## src/ger_pkg.sv

```systemverilog
`default_nettype none

package ger_pkg;

   // ---------------------------------------------------------------
   // Error flag layout
   // ---------------------------------------------------------------
   localparam int unsigned ERR_W = 8;
   localparam int unsigned BIT_CMDQ = 0;
   localparam int unsigned BIT_EVENTQ_ABT = 1;
   localparam int unsigned BIT_PRIQ_ABT = 2;
   localparam int unsigned BIT_SYNC_MSG = 3;
   localparam int unsigned BIT_EVENT_MSG = 4;
   localparam int unsigned BIT_PRIQ_MSG = 5;
   localparam int unsigned BIT_ERR_MSG = 6;
   localparam int unsigned BIT_FAILURE = 7;
   localparam logic [7:0] IMPL_MASK_NS = 8'hff;
   localparam logic [7:0] IMPL_MASK_S = 8'hdf;
   localparam logic [7:0] NOTIFY_MASK = 8'hbf;
   localparam logic [7:0] ERR_MSG_ONE = 8'h40;

   // ---------------------------------------------------------------
   // Register map
   // ---------------------------------------------------------------
   localparam int unsigned ADDR_W = 8;
   localparam int unsigned BANK_SEL_BIT = 6;
   localparam logic [7:0] OFF_FLAGS = 8'h00;
   localparam logic [7:0] OFF_ACK = 8'h04;
   localparam logic [7:0] OFF_IRQ_CTRL = 8'h08;
   localparam logic [7:0] OFF_CFG0 = 8'h0c;
   localparam logic [7:0] OFF_CFG1 = 8'h10;
   localparam logic [7:0] OFF_CFG2 = 8'h14;
   localparam logic [7:0] OFF_INT_STATUS = 8'h80;
   localparam logic [7:0] OFF_INT_MASK = 8'h84;
   localparam int unsigned IRQEN_BIT = 0;
   localparam int unsigned MSI_MODE_BIT = 1;
   localparam int unsigned INT_W = 2;
   localparam logic [31:0] RST_WORD = 32'h0000_0000;
   localparam logic [7:0] RST_BYTE = 8'h00;

   // ---------------------------------------------------------------
   // Types
   // ---------------------------------------------------------------
   typedef struct packed {
      logic priq_msg_abt;
      logic event_msg_abt;
      logic sync_msg_abt;
      logic priq_abt;
      logic eventq_abt;
      logic command_queue_error;
   } ger_err_t;

   typedef struct packed {
      logic valid;
      logic [31:0] addr;
      logic [31:0] data;
      logic [31:0] attr;
   } ger_msi_t;

   typedef enum logic {
      MSI_IDLE = 1'b0,
      MSI_SEND = 1'b1
   } ger_msi_state_t;

endpackage

`default_nettype wire

```

## src/ger_bank.sv

```systemverilog
`timescale 1ns/1ps
`default_nettype none

module ger_bank #(
   parameter logic [7:0] IMPL_MASK = 8'hff
) (
   input wire logic clk_i,
   input wire logic rst_n_i,
   input wire logic [7:0] evt_i,
   input wire logic ack_we_i,
   input wire logic [7:0] ack_wdata_i,
   output logic [7:0] flags_o,
   output logic [7:0] ack_o,
   output logic [7:0] active_o,
   output logic notify_o
);

   logic [7:0] flags_reg;
   logic [7:0] ack_reg;
   logic [7:0] active_reg;
   logic [7:0] toggle;
   logic [7:0] flags_next;
   logic [7:0] ack_next;

   // ---------------------------------------------------------------
   // Toggle handshake
   // ---------------------------------------------------------------
   // Active bits are masked so repeats before acknowledgement are dropped.
   assign toggle = evt_i & IMPL_MASK & ~active_reg;
   assign flags_next = flags_reg ^ toggle;
   assign ack_next = ack_we_i ? (ack_wdata_i & IMPL_MASK) : ack_reg;
   assign notify_o = |(toggle & ger_pkg::NOTIFY_MASK);

   always_ff @(posedge clk_i or negedge rst_n_i)
   begin
      if (!rst_n_i)
      begin
         flags_reg <= ger_pkg::RST_BYTE;
         ack_reg <= ger_pkg::RST_BYTE;
         active_reg <= ger_pkg::RST_BYTE;
      end
      else
      begin
         flags_reg <= flags_next;
         ack_reg <= ack_next;
         active_reg <= flags_next ^ ack_next;
      end
   end

   assign flags_o = flags_reg;
   assign ack_o = ack_reg;
   assign active_o = active_reg;
endmodule

`default_nettype wire

```

## src/ger_top.sv

```systemverilog
`timescale 1ns/1ps
`default_nettype none

// Summary of operation
// - Programming-interface errors go into the bank's flag register, never the event queue.
// - Flags cover command queue, two queue aborts, four message aborts, failure mode.
// - A triggered error is activated by inverting its flag bit.
// - An error is active while its flag and acknowledge bits differ.
// - An active error is not toggled again; repeats before acknowledgement are dropped.
// - Command queue consumption halts while the command queue error is active.
// - Event queue delivery stops once its access abort is flagged.
// - Page request queue delivery stops once its access abort is flagged.
// - Failure mode entry raises the failure flag in both banks.
// - The page request message abort flag exists only in the non-secure bank.
// - Every activation raises the interrupt, except the error message abort.
// - The error interrupt fires only while its enable bit is one.
// - Message interrupts take address, data, attributes from config registers zero to two.
// - Simultaneous activations may merge into one interrupt.
// - Flag updates never wait for the interrupt to become visible.

module ger_top (
   input wire logic MCLK_I,
   input wire logic RESET_N_I,
   input wire logic PSEL_I,
   input wire logic PENABLE_I,
   input wire logic PWRITE_I,
   input wire logic [7:0] PADDR_I,
   input wire logic [31:0] PWDATA_I,
   output logic [31:0] PRDATA_O,
   output logic PREADY_O,
   output logic PSLVERR_O,
   input wire ger_pkg::ger_err_t ERR_NS_I,
   input wire ger_pkg::ger_err_t ERR_S_I,
   input wire logic FAILURE_ENTRY_I,
   output logic [1:0] CMDQ_HALT_O,
   output logic [1:0] EVENTQ_HALT_O,
   output logic [1:0] PRIQ_HALT_O,
   output ger_pkg::ger_msi_t MSI_NS_O,
   output ger_pkg::ger_msi_t MSI_S_O,
   input wire logic [1:0] MSI_DONE_I,
   input wire logic [1:0] MSI_ABORT_I,
   output logic IRQ_O
);

   // ---------------------------------------------------------------
   // Declarations
   // ---------------------------------------------------------------
   logic [7:0] evt [2];
   logic [7:0] flags [2];
   logic [7:0] ack [2];
   logic [7:0] active [2];
   logic [1:0] notify;
   logic [1:0] ack_we;
   logic [1:0] irq_ctrl_reg [2];
   logic [31:0] cfg_reg [2][3];
   logic [1:0] trig;
   logic [1:0] pend_reg;
   logic [1:0] abort_reg;
   ger_pkg::ger_msi_state_t msi_state_reg [2];
   ger_pkg::ger_msi_t msi_reg [2];
   logic [ger_pkg::INT_W-1:0] int_status_reg;
   logic [ger_pkg::INT_W-1:0] int_mask_reg;
   logic [ger_pkg::INT_W-1:0] int_set;
   logic [ger_pkg::INT_W-1:0] int_clr;
   logic [ger_pkg::INT_W-1:0] int_status_next;
   logic [ger_pkg::INT_W-1:0] int_mask_next;
   logic irq_reg;
   logic [31:0] prdata_reg;
   logic pready_reg;
   logic pslverr_reg;
   logic [31:0] rd_data;
   logic rd_hit;
   logic setup;
   logic access;
   logic wr_acc;
   logic bsel;
   logic [7:0] boff;

   // ---------------------------------------------------------------
   // Error sources
   // ---------------------------------------------------------------
   // The failure mode input feeds both banks; the error message abort comes
   // from this block's own message sender, one cycle after the abort.
   assign evt[0] = {FAILURE_ENTRY_I, abort_reg[0], ERR_NS_I};
   assign evt[1] = {FAILURE_ENTRY_I, abort_reg[1], ERR_S_I};

   ger_bank #(
      .IMPL_MASK(ger_pkg::IMPL_MASK_NS)
   ) u_bank_ns (
      .clk_i(MCLK_I),
      .rst_n_i(RESET_N_I),
      .evt_i(evt[0]),
      .ack_we_i(ack_we[0]),
      .ack_wdata_i(PWDATA_I[7:0]),
      .flags_o(flags[0]),
      .ack_o(ack[0]),
      .active_o(active[0]),
      .notify_o(notify[0])
   );

   ger_bank #(
      .IMPL_MASK(ger_pkg::IMPL_MASK_S)
   ) u_bank_s (
      .clk_i(MCLK_I),
      .rst_n_i(RESET_N_I),
      .evt_i(evt[1]),
      .ack_we_i(ack_we[1]),
      .ack_wdata_i(PWDATA_I[7:0]),
      .flags_o(flags[1]),
      .ack_o(ack[1]),
      .active_o(active[1]),
      .notify_o(notify[1])
   );

   // ---------------------------------------------------------------
   // Queue halts
   // ---------------------------------------------------------------
   // Halts follow the registered active bits, so they clear the cycle after
   // software writes the matching acknowledge value.
   assign CMDQ_HALT_O = {active[1][ger_pkg::BIT_CMDQ], active[0][ger_pkg::BIT_CMDQ]};
   assign EVENTQ_HALT_O = {active[1][ger_pkg::BIT_EVENTQ_ABT],
                           active[0][ger_pkg::BIT_EVENTQ_ABT]};
   assign PRIQ_HALT_O = {active[1][ger_pkg::BIT_PRIQ_ABT],
                         active[0][ger_pkg::BIT_PRIQ_ABT]};

   // ---------------------------------------------------------------
   // APB slave
   // ---------------------------------------------------------------
   // One fixed wait-free answer: ready is raised in the access phase so that
   // every output comes from a flip-flop.
   assign setup = PSEL_I & ~PENABLE_I & ~pready_reg;
   assign access = PSEL_I & PENABLE_I & pready_reg;
   assign wr_acc = access & PWRITE_I;
   assign bsel = PADDR_I[ger_pkg::BANK_SEL_BIT];
   assign boff = {2'b00, PADDR_I[5:0]};

   always_comb
   begin
      rd_data = ger_pkg::RST_WORD;
      rd_hit = 1'b0;
      if (PADDR_I == ger_pkg::OFF_INT_STATUS)
      begin
         rd_data = {30'h0000_0000, int_status_reg};
         rd_hit = 1'b1;
      end
      else if (PADDR_I == ger_pkg::OFF_INT_MASK)
      begin
         rd_data = {30'h0000_0000, int_mask_reg};
         rd_hit = 1'b1;
      end
      else if (!PADDR_I[7])
      begin
         rd_hit = 1'b1;
         unique case (boff)
            ger_pkg::OFF_FLAGS: rd_data = {24'h00_0000, flags[bsel]};
            ger_pkg::OFF_ACK: rd_data = {24'h00_0000, ack[bsel]};
            ger_pkg::OFF_IRQ_CTRL: rd_data = {30'h0000_0000, irq_ctrl_reg[bsel]};
            ger_pkg::OFF_CFG0: rd_data = cfg_reg[bsel][0];
            ger_pkg::OFF_CFG1: rd_data = cfg_reg[bsel][1];
            ger_pkg::OFF_CFG2: rd_data = cfg_reg[bsel][2];
            default: rd_hit = 1'b0;
         endcase
      end
   end

   always_ff @(posedge MCLK_I or negedge RESET_N_I)
   begin
      if (!RESET_N_I)
      begin
         prdata_reg <= ger_pkg::RST_WORD;
         pready_reg <= 1'b0;
         pslverr_reg <= 1'b0;
      end
      else
      begin
         pready_reg <= setup;
         pslverr_reg <= setup & ~rd_hit;
         prdata_reg <= (setup & ~PWRITE_I) ? rd_data : ger_pkg::RST_WORD;
      end
   end

   assign PRDATA_O = prdata_reg;
   assign PREADY_O = pready_reg;
   assign PSLVERR_O = pslverr_reg;

   // Flags have no write path; of the flag and acknowledge words only the acknowledge word takes writes.
   always_comb
   begin
      ack_we = 2'b00;
      if (wr_acc && !PADDR_I[7] && boff == ger_pkg::OFF_ACK)
      begin
         ack_we[bsel] = 1'b1;
      end
   end

   // ---------------------------------------------------------------
   // Interrupt control and message configuration
   // ---------------------------------------------------------------
   always_ff @(posedge MCLK_I or negedge RESET_N_I)
   begin
      if (!RESET_N_I)
      begin
         for (int b = 0; b < 2; b++)
         begin
            irq_ctrl_reg[b] <= 2'b00;
            for (int c = 0; c < 3; c++)
            begin
               cfg_reg[b][c] <= ger_pkg::RST_WORD;
            end
         end
      end
      else if (wr_acc && !PADDR_I[7])
      begin
         unique case (boff)
            ger_pkg::OFF_IRQ_CTRL: irq_ctrl_reg[bsel] <= PWDATA_I[1:0];
            ger_pkg::OFF_CFG0: cfg_reg[bsel][0] <= PWDATA_I;
            ger_pkg::OFF_CFG1: cfg_reg[bsel][1] <= PWDATA_I;
            ger_pkg::OFF_CFG2: cfg_reg[bsel][2] <= PWDATA_I;
            default:
            begin
            end
         endcase
      end
   end

   // A notification is dropped, not deferred, while the enable is zero.
   always_comb
   begin
      for (int b = 0; b < 2; b++)
      begin
         trig[b] = notify[b] & irq_ctrl_reg[b][ger_pkg::IRQEN_BIT];
      end
   end

   // ---------------------------------------------------------------
   // Message sender
   // ---------------------------------------------------------------
   // Pending is one bit per bank, so activations arriving while a send
   // is in progress merge into a single following message.
   always_ff @(posedge MCLK_I or negedge RESET_N_I)
   begin
      if (!RESET_N_I)
      begin
         pend_reg <= 2'b00;
         abort_reg <= 2'b00;
         for (int b = 0; b < 2; b++)
         begin
            msi_state_reg[b] <= ger_pkg::MSI_IDLE;
            msi_reg[b] <= '0;
         end
      end
      else
      begin
         for (int b = 0; b < 2; b++)
         begin
            abort_reg[b] <= 1'b0;
            unique case (msi_state_reg[b])
               ger_pkg::MSI_IDLE:
               begin
                  if (pend_reg[b])
                  begin
                     msi_state_reg[b] <= ger_pkg::MSI_SEND;
                     msi_reg[b].valid <= 1'b1;
                     msi_reg[b].addr <= cfg_reg[b][0];
                     msi_reg[b].data <= cfg_reg[b][1];
                     msi_reg[b].attr <= cfg_reg[b][2];
                  end
                  pend_reg[b] <= trig[b] & irq_ctrl_reg[b][ger_pkg::MSI_MODE_BIT];
               end
               ger_pkg::MSI_SEND:
               begin
                  if (MSI_DONE_I[b])
                  begin
                     msi_state_reg[b] <= ger_pkg::MSI_IDLE;
                     msi_reg[b].valid <= 1'b0;
                     abort_reg[b] <= MSI_ABORT_I[b];
                  end
                  pend_reg[b] <= pend_reg[b] |
                                 (trig[b] & irq_ctrl_reg[b][ger_pkg::MSI_MODE_BIT]);
               end
            endcase
         end
      end
   end

   assign MSI_NS_O = msi_reg[0];
   assign MSI_S_O = msi_reg[1];

   // ---------------------------------------------------------------
   // Wired interrupt status
   // ---------------------------------------------------------------
   // Only bits that were actually returned are cleared, so a set landing
   // between the sample and the read completion is kept.
   always_comb
   begin
      for (int b = 0; b < 2; b++)
      begin
         int_set[b] = trig[b] & ~irq_ctrl_reg[b][ger_pkg::MSI_MODE_BIT];
      end
      int_clr = (access && !PWRITE_I && PADDR_I == ger_pkg::OFF_INT_STATUS) ?
                prdata_reg[ger_pkg::INT_W-1:0] : 2'b00;
      int_status_next = (int_status_reg & ~int_clr) | int_set;
      int_mask_next = (wr_acc && PADDR_I == ger_pkg::OFF_INT_MASK) ?
                      PWDATA_I[ger_pkg::INT_W-1:0] : int_mask_reg;
   end

   always_ff @(posedge MCLK_I or negedge RESET_N_I)
   begin
      if (!RESET_N_I)
      begin
         int_status_reg <= 2'b00;
         int_mask_reg <= 2'b00;
         irq_reg <= 1'b0;
      end
      else
      begin
         int_status_reg <= int_status_next;
         int_mask_reg <= int_mask_next;
         irq_reg <= |(int_status_next & int_mask_next);
      end
   end

   assign IRQ_O = irq_reg;
endmodule

`default_nettype wire

```

## config.mk

```make
export PLATFORM = sky130hd
export DESIGN_NAME = ger_top
export DESIGN_NICKNAME = d
export VERILOG_FILES = /design/src/ger_pkg.sv /design/src/ger_bank.sv /design/src/ger_top.sv
export SDC_FILE = /design/constraint.sdc
export NUM_CORES = 1
export LEC_CHECK = 0
export ABC_CLOCK_PERIOD_IN_PS = 2500
export BUFFER_PORTS_ARGS = -buffer_cell sky130_fd_sc_hd__buf_2
export CAP_MARGIN = 5
export CORE_UTILIZATION = 40
export CTS_BUF_LIST = sky130_fd_sc_hd__clkbuf_4 sky130_fd_sc_hd__clkbuf_8
export DETAILED_ROUTE_END_ITERATION = 12
export PLACE_DENSITY = 0.61
export SYNTH_ARGS = -nofsm -noshare
export SYNTH_HDL_FRONTEND = slang
export SYNTH_SLANG_ARGS = --single-unit
```

## constraint.sdc

```tcl
create_clock -name MCLK_I -period 2.5 [get_ports MCLK_I]
set_clock_uncertainty 0.2 [all_clocks]
set_input_delay 0.125 -clock MCLK_I [delete_from_list [all_inputs] [get_ports MCLK_I]]
set_output_delay 0.125 -clock MCLK_I [all_outputs]
set_load 0.05 [all_outputs]
```

==> metrics.md, run 1 <==
| Metric | Value |
|---|---|
| Tot GR Track Use | 0.220 |
| Post-synth EDFFs | 0 |
| DR vias | 12.6k |
| Hold_sp | MSI_DONE_I[1] |
| Starting Density | 0.409 |
| Unique cell type count in the Yosys netlist | 48 |
| Area grow syn2layout | 25.3% |
| HPWL after DPL | 34500 um |
| Yosys reg bits | 480 |
| RSZ-0062 raised after global routing | false |
| Mean area per synthesized cell | 14.8 um^2 |
| Max-Cap Viols | 0 |
| Synth Cell Area | 19200 um^2 |
| First-pass GRT wire length | 82100 um |
| R2r startpoint | PREADY_O |
| Leak | 0.0128 uW |
| Hold WS | 0.0666 ns |
| Setup violators final | 0 |
| Post-synthesis cell count | 1296 |
| Startpoint Class | input pin |
| Residual DRC count | 0 |
| Die ar. | 48900 um^2 |
| Die W | 221 um |
| CP max-delay cell | dlygate4sd3_1 |
| Critical path peak fanout | 5 |
| Worst slew pin tran | 0.645 ns |
| Filler Cells Inserted | 4084 |
| Hold Vio Cnt, Final | 0 |
| Hold Path Class | input pin to flip-flop |
| Worst hold path cell count | 3 |
| Final min period | 2.39 ns |
| WP data arrival | 2.76 ns |
| Peak Freq | 0.418 GHz |
| GP Congestion | 0.819 |
| CTS Buffer Depth | 3 |
| Setup slack, reg-to-reg | 0.23 ns |
| CTS Buf Count | 80 |
| Post-synth top area share | 0.625 |
| Crit Path Class | input pin to flip-flop |
| Largest register FFs | 192 |
| End of the worst register-to-register path | PRDATA_O[19] |
| Critical-path cell list | dlygate4sd3_1 -> buf_2 -> or4_4 -> nor3_4 -> buf_4 -> dlygate4sd3_1 -> a22oi_1 -> o22ai_1 |
| Main flop type after synthesis | dfrtp_1 |
| Mapped Nets | 1358 |
| Ys async rst share | 1.00 |
| Synth top area cells | dfrtp_1 63%, mux2_2 24%, a21oi_1 1.4% |
| Initial antenna violation count | 1 |
| Port Buffer Count | 295 |
| Register area share after synthesis | 0.625 |
| CTS resizes | 0 |
| CTS root buf | clkbuf_8 |
| Layout Cells excl Fill | 2373 |
| Antenna Nets Post-Route | 0 |
| Slew headroom | 0.564 |
| Setup TNS Final | 0 ns |
| Pwr/cell area | 693 nW/um^2 |
| WP data required | 2.87 ns |
| Cells on worst reg2reg path | 5 |
| H-Tree Depth | 3 |
| Die height | 221 um |
| Worst-path clk slew | 0.06 ns |
| Hold EP | MSI_S_O[96] |
| Number of global-route vias before repair | 13.5k |
| Share of layout cells above drive strength 1 | 0.516 |
| Final WL | 53300 um |
| Slew Viols, Final | 0 |
| Clock Latency Late Sink | 0.66 ns |
| Sink Count | 480 |
| Drt pass-1 iters | 8 |
| Crit path top cell by count | dlygate4sd3_1 |
| Status | complete, no violations |
| WL/cell | 22.4 um |
| Worst IR Drop VDD | 0.432 mV |
| Synth area leader | dfrtp_1 |
| Fin nets | 1773 |
| Endpoint class of the critical path | flip-flop |
| Ant. Diodes | 0 |
| Largest stage delay, worst path | 0.66 ns |
| Clock tree from TritonCTS | done |
| Core ar. | 47000 um^2 |
| Final Cycle Share | 0.957 |
| Ports | 297 |
| Largest net degree at the start of global routing | 80 |
| Synth warnings | 0 |
| Via density | 5.31 |
| Total power | 16700 uW |
| Initial DRC count | 722 |
| # rows | 79 |
| Cell Count Post-Placement | 2167 |
| Grt total ovfl | 0 |
==> final cells by class <==
class                           instances  area (um^2)  area share
Inverter                               15         56.3     0.00234
Tap cell                              607          759      0.0315
Clock inverter                         11          101     0.00421
Timing Repair Buffer                  416         2820       0.117
Multi-Input combinational cell        718         6830       0.284
Clock buffer                          126         1510      0.0627
Sequential cell                       480        12000       0.499
==> what timing repair did <==
action	4_1_cts	5_1_grt
hold buffers	69	0
setup buffers	0	1
endpoints found under the hold margin	766	0
endpoints found under the setup margin	0	2
==> Yosys cell counts, types with 6 or more instances <==
cell type,n
a22oi_1,29
mux2i_1,14
a21oi_1,53
a22o_1,6
buf_4,6
xnor2_1,12
nor3_1,14
nor2_1,9
a222oi_1,24
clkbuf_1,44
mux2_2,405
a21o_1,24
inv_1,15
o22ai_1,8
xor2_1,18
buf_2,16
nand2_1,23
dfrtp_1,480
o21ai_0,6
buf_1,17
nand2b_1,16
==> how the worst max path moves through the flow <==
stage / start / to / cells after the start
4_1_cts: PADDR_I[1] / u_bank_s.active_o[4] / 8
5_1_grt: PADDR_I[1] / PRDATA_O[1] / 8
3_5_place_dp: PADDR_I[1] / u_bank_s.active_o[3] / 7
6_report: PADDR_I[1] / PRDATA_O[0] / 8
3_3_place_gp: PADDR_I[1] / PRDATA_O[4] / 7
2_1_floorplan: PREADY_O / u_bank_ns.active_o[6] / 5
==> kinds of logic (layout without fill, tap and decap cells) <==
logic type | after synthesis | after routing | share of synthesized area
flops | 480 | 480 | 0.625
mux | 424 | 424 | 0.249
compound gates | 173 | 173 | 0.0645
buf+inv | 98 | 568 | 0.0214
simple gates | 91 | 91 | 0.0266
xor+xnor | 30 | 30 | 0.0137
==> layer usage <==
layer | up-vias | wire [um] | GRT usage
met5 | - | 0 | 0
met4 | 0 | 1270 | 0.0810
met3 | 76 | 3230 | 0.0562
met2 | 378 | 25500 | 0.355
met1 | 6585 | 23300 | 0.287
li1 | 5570 | - | -
==> critical path, delay by kind of cell <==
kind            cells  cell delay (ns)
compound gates      2             0.29
buf+inv             4             1.50
simple gates        2             0.84
==> power breakdown <==
part	switching, uW	internal, uW
logic	894	498
clock network	3110	3930
registers	176	8080
total	4180	12500
==> through the flow <==
step / utilization / setup slack [ns] / instance area, um^2
4_1_cts: 0.513 / 0.151 / 24100
2_1_floorplan: - / 0.204 / 19200
6_report: 0.513 / 0.107 / 24100
3_5_place_dp: 0.464 / 0.234 / 21800
3_3_place_gp: 0.464 / 0.276 / 21800
5_1_grt: 0.513 / 0.126 / 24100
==> cell usage in the layout, fill, tap and decap left out, drive strengths merged, types with 3 or more instances in the layout <==
cell type	count
o22ai	8
o31ai	3
nor3	16
nor2b	5
mux2	408
clkinvlp	3
mux2i	14
nand4	3
nor2	9
or3	3
nand2b	16
dlygate4sd3	67
xor2	18
a21o	24
a222oi	24
inv	18
and3	4
a22o	6
clkbuf	126
dfrtp	480
o21ai	6
buf	349
xnor2	12
nand2	23
a21oi	53
a2111oi	5
a221oi	3
clkinv	4
a22oi	29
Note: power is estimated with default switching activity, not from simulation.
==> run 2, diff against run 1 <==
Settings changed: REMOVE_ABC_BUFFERS set to 1.
==> metrics.md, run 2 (synthesis results as in run 1) <==
| Metric | Value |
|---|---|
| Via density | 5.27 (-0.73%) |
| Starting Density | 0.409 (unchanged) |
| Core ar. | 47000 um^2 (unchanged) |
| Final WL | 53100 um (-0.32%) |
| WL/cell | 22.2 um (-1.3%) |
| Worst-path clk slew | 0.06 ns (about the same) |
| Util after Layout | 0.517 (+0.00456) |
| Pwr/cell area | 709 nW/um^2 (+2.4%) |
| Largest stage delay, worst path | 0.58 ns (-0.08 ns) |
| Crit Path Class | input pin to flip-flop |
| Worst IR Drop VDD | 0.517 mV (+20%) |
| Final Cycle Share | 0.983 (+0.0263) |
| Hold WS | 0.104 ns (+0.0371 ns) |
| CP max-delay cell | dlygate4sd3_1 |
| H-Tree Depth | 3 (unchanged) |
| Area grow syn2layout | 26.5% |
| Ports | 297 (unchanged) |
| CP Depth | 8 (unchanged) |
| Slew headroom | 0.621 (+0.0569) |
| CTS Buffer Depth | 3 (unchanged) |
| Largest register FFs | 192 (unchanged) |
| Critical path peak fanout | 4 (-1) |
| Initial antenna violation count | 2 (+1) |
| Final min period | 2.46 ns (+0.0657 ns) |
| Cells on worst reg2reg path | 7 (+2) |
| Leak | 0.0129 uW (+1.0%) |
| Slew Viols, Final | 0 (unchanged) |
| Worst setup margin | 0.0414 ns (-0.0657 ns) |
| HPWL after DPL | 34300 um (-0.77%) |
| Filler Cells Inserted | 4020 (-1.6%) |
| Port Buffer Count | 295 (unchanged) |
| Crit path launch | PADDR_I[5] |
| Die W | 221 um (unchanged) |
| Setup crit end | u_bank_ns.active_o[6] |
| R2r startpoint | PREADY_O |
| Grt total ovfl | 0 (unchanged) |
| Initial DRC count | 893 (+24%) |
| Crit path top cell by count | dlygate4sd3_1 |
| Startpoint Class | input pin |
| WP data required | 2.81 ns (-0.06 ns) |
| Tot GR Track Use | 0.220 (-0.000729) |
| Die ar. | 48900 um^2 (unchanged) |
| First-pass GRT wire length | 81500 um (-0.72%) |
| Setup slack, reg-to-reg | 0.11 ns (-0.12 ns) |
| Max-Cap Viols | 0 (unchanged) |
| Number of global-route vias before repair | 13.3k (-1.6%) |
| Dpl ws | 0.186 ns (-0.0480 ns) |
| End of the worst register-to-register path | u_bank_ns.active_o[6] |
| Clock Latency Late Sink | 0.65 ns (about the same) |
| Cell area after layout | 24300 um^2 (+0.89%) |
| Status | complete, no violations |
| Endpoint class of the critical path | flip-flop |
| Most common cell after layout, fill and taps aside | dfrtp_1 |
| Peak Freq | 0.407 GHz (-2.7%) |
| Hold Path Class | input pin to flip-flop |
| Most frequent cells in the layout | 480 x dfrtp_1, 405 x mux2_2, 293 x buf_2 |
| RSZ-0062 raised after global routing | false |
| Clock tree from TritonCTS | done |
| Area after DPL | 21700 um^2 (-0.21%) |
| Crit path max-delay family | buffers and inverters |
| Worst slew pin tran | 0.568 ns (-0.0769 ns) |
| Setup violators final | 0 (unchanged) |
| Fin nets | 1785 (+0.68%) |
| # rows | 79 (unchanged) |
| Hold Vio Cnt, Final | 0 (unchanged) |
| Drt pass-1 iters | 5 (-3) |
| Antenna Nets Post-Route | 0 (unchanged) |
| DR vias | 12.6k (+0.23%) |
| Largest net degree at the start of global routing | 83 (+3.8%) |
| Crit path buffers/inverters | 3 (-1) |
| Share of layout cells above drive strength 1 | 0.522 (+0.00568) |
| Die height | 221 um (unchanged) |
| GP Congestion | 0.825 (+0.66%) |
| Critical-path cell list | dlygate4sd3_1 -> buf_2 -> or4_4 -> nor3_4 -> nand2_1 -> dlygate4sd3_1 -> mux2_2 -> xor2_1 |
| CTS root buf | clkbuf_8 |
| Residual DRC count | 0 (unchanged) |
| WP data arrival | 2.76 ns (about the same) |
| Total power | 17200 uW (+3.3%) |
| Sink Count | 480 (unchanged) |
| CTS Buf Count | 82 (+2.5%) |
-- run 2: tightest hold or removal path, cell delays in order --
cell and delay (ns):
dlygate4sd3_1 0.53, buf_2 0.11, and3_1 0.14
-- run 2: how the worst min path moves through the flow --
stage / startpoint / endpoint / cells past startpoint
after floorplan: RESET_N_I / IRQ_O / 0
after global placement: RESET_N_I / MSI_S_O[40] / 1
after detailed placement: RESET_N_I / MSI_S_O[40] / 1
after CTS: MSI_ABORT_I[0] / abort_reg[0] / 3
after global routing: MSI_DONE_I[0] / abort_reg[0] / 3
final: MSI_DONE_I[0] / abort_reg[0] / 3
-- run 2: cell type report --
cell class / instances / area [um^2] / area share
flip-flops and latches: 480 / 12000 / 0.494
multi-input cells: 718 / 6840 / 0.281
repair buffers: 426 / 2830 / 0.116
clock buffers: 133 / 1670 / 0.0689
well taps: 607 / 759 / 0.0313
clock inverters: 15 / 130 / 0.00536
inverters: 15 / 56.3 / 0.00232
diodes: 2 / 5.00 / 0.000206
-- run 2: routing by layer --
layer / wire length (um) / global-route usage / up-vias
li1: - / - / 5611
met1: 24000 / 0.299 / 6586
met2: 25300 / 0.350 / 366
met3: 2760 / 0.0457 / 75
met4: 1030 / 0.0735 / 0
met5: 0 / 0 / -
-- run 2: timing repair --
item | in CTS | in global routing
resized for setup | 0 | 1
hold buffers | 70 | 0
setup endpoints to repair | 0 | 2
buffers inserted | 0 | 6
hold endpoints to repair | 766 | 0
-- run 2: power breakdown --
group | internal (uW) | total (uW) | leakage (uW) | switching, uW
logic | 492 | 1370 | 0.00533 | 874
clock network | 4440 | 7600 | 0.000963 | 3160
registers | 8080 | 8270 | 0.00663 | 191
-- run 2: stage by stage --
| stage | TNS, ns | std cells |
|---|---|---|
| floorplan | -596.70 | 1213 |
| global placement | 0 | 2171 |
| detailed placement | 0 | 2171 |
| CTS | 0 | 2389 |
| global route | 0 | 2396 |
| finish | 0 | 2396 |
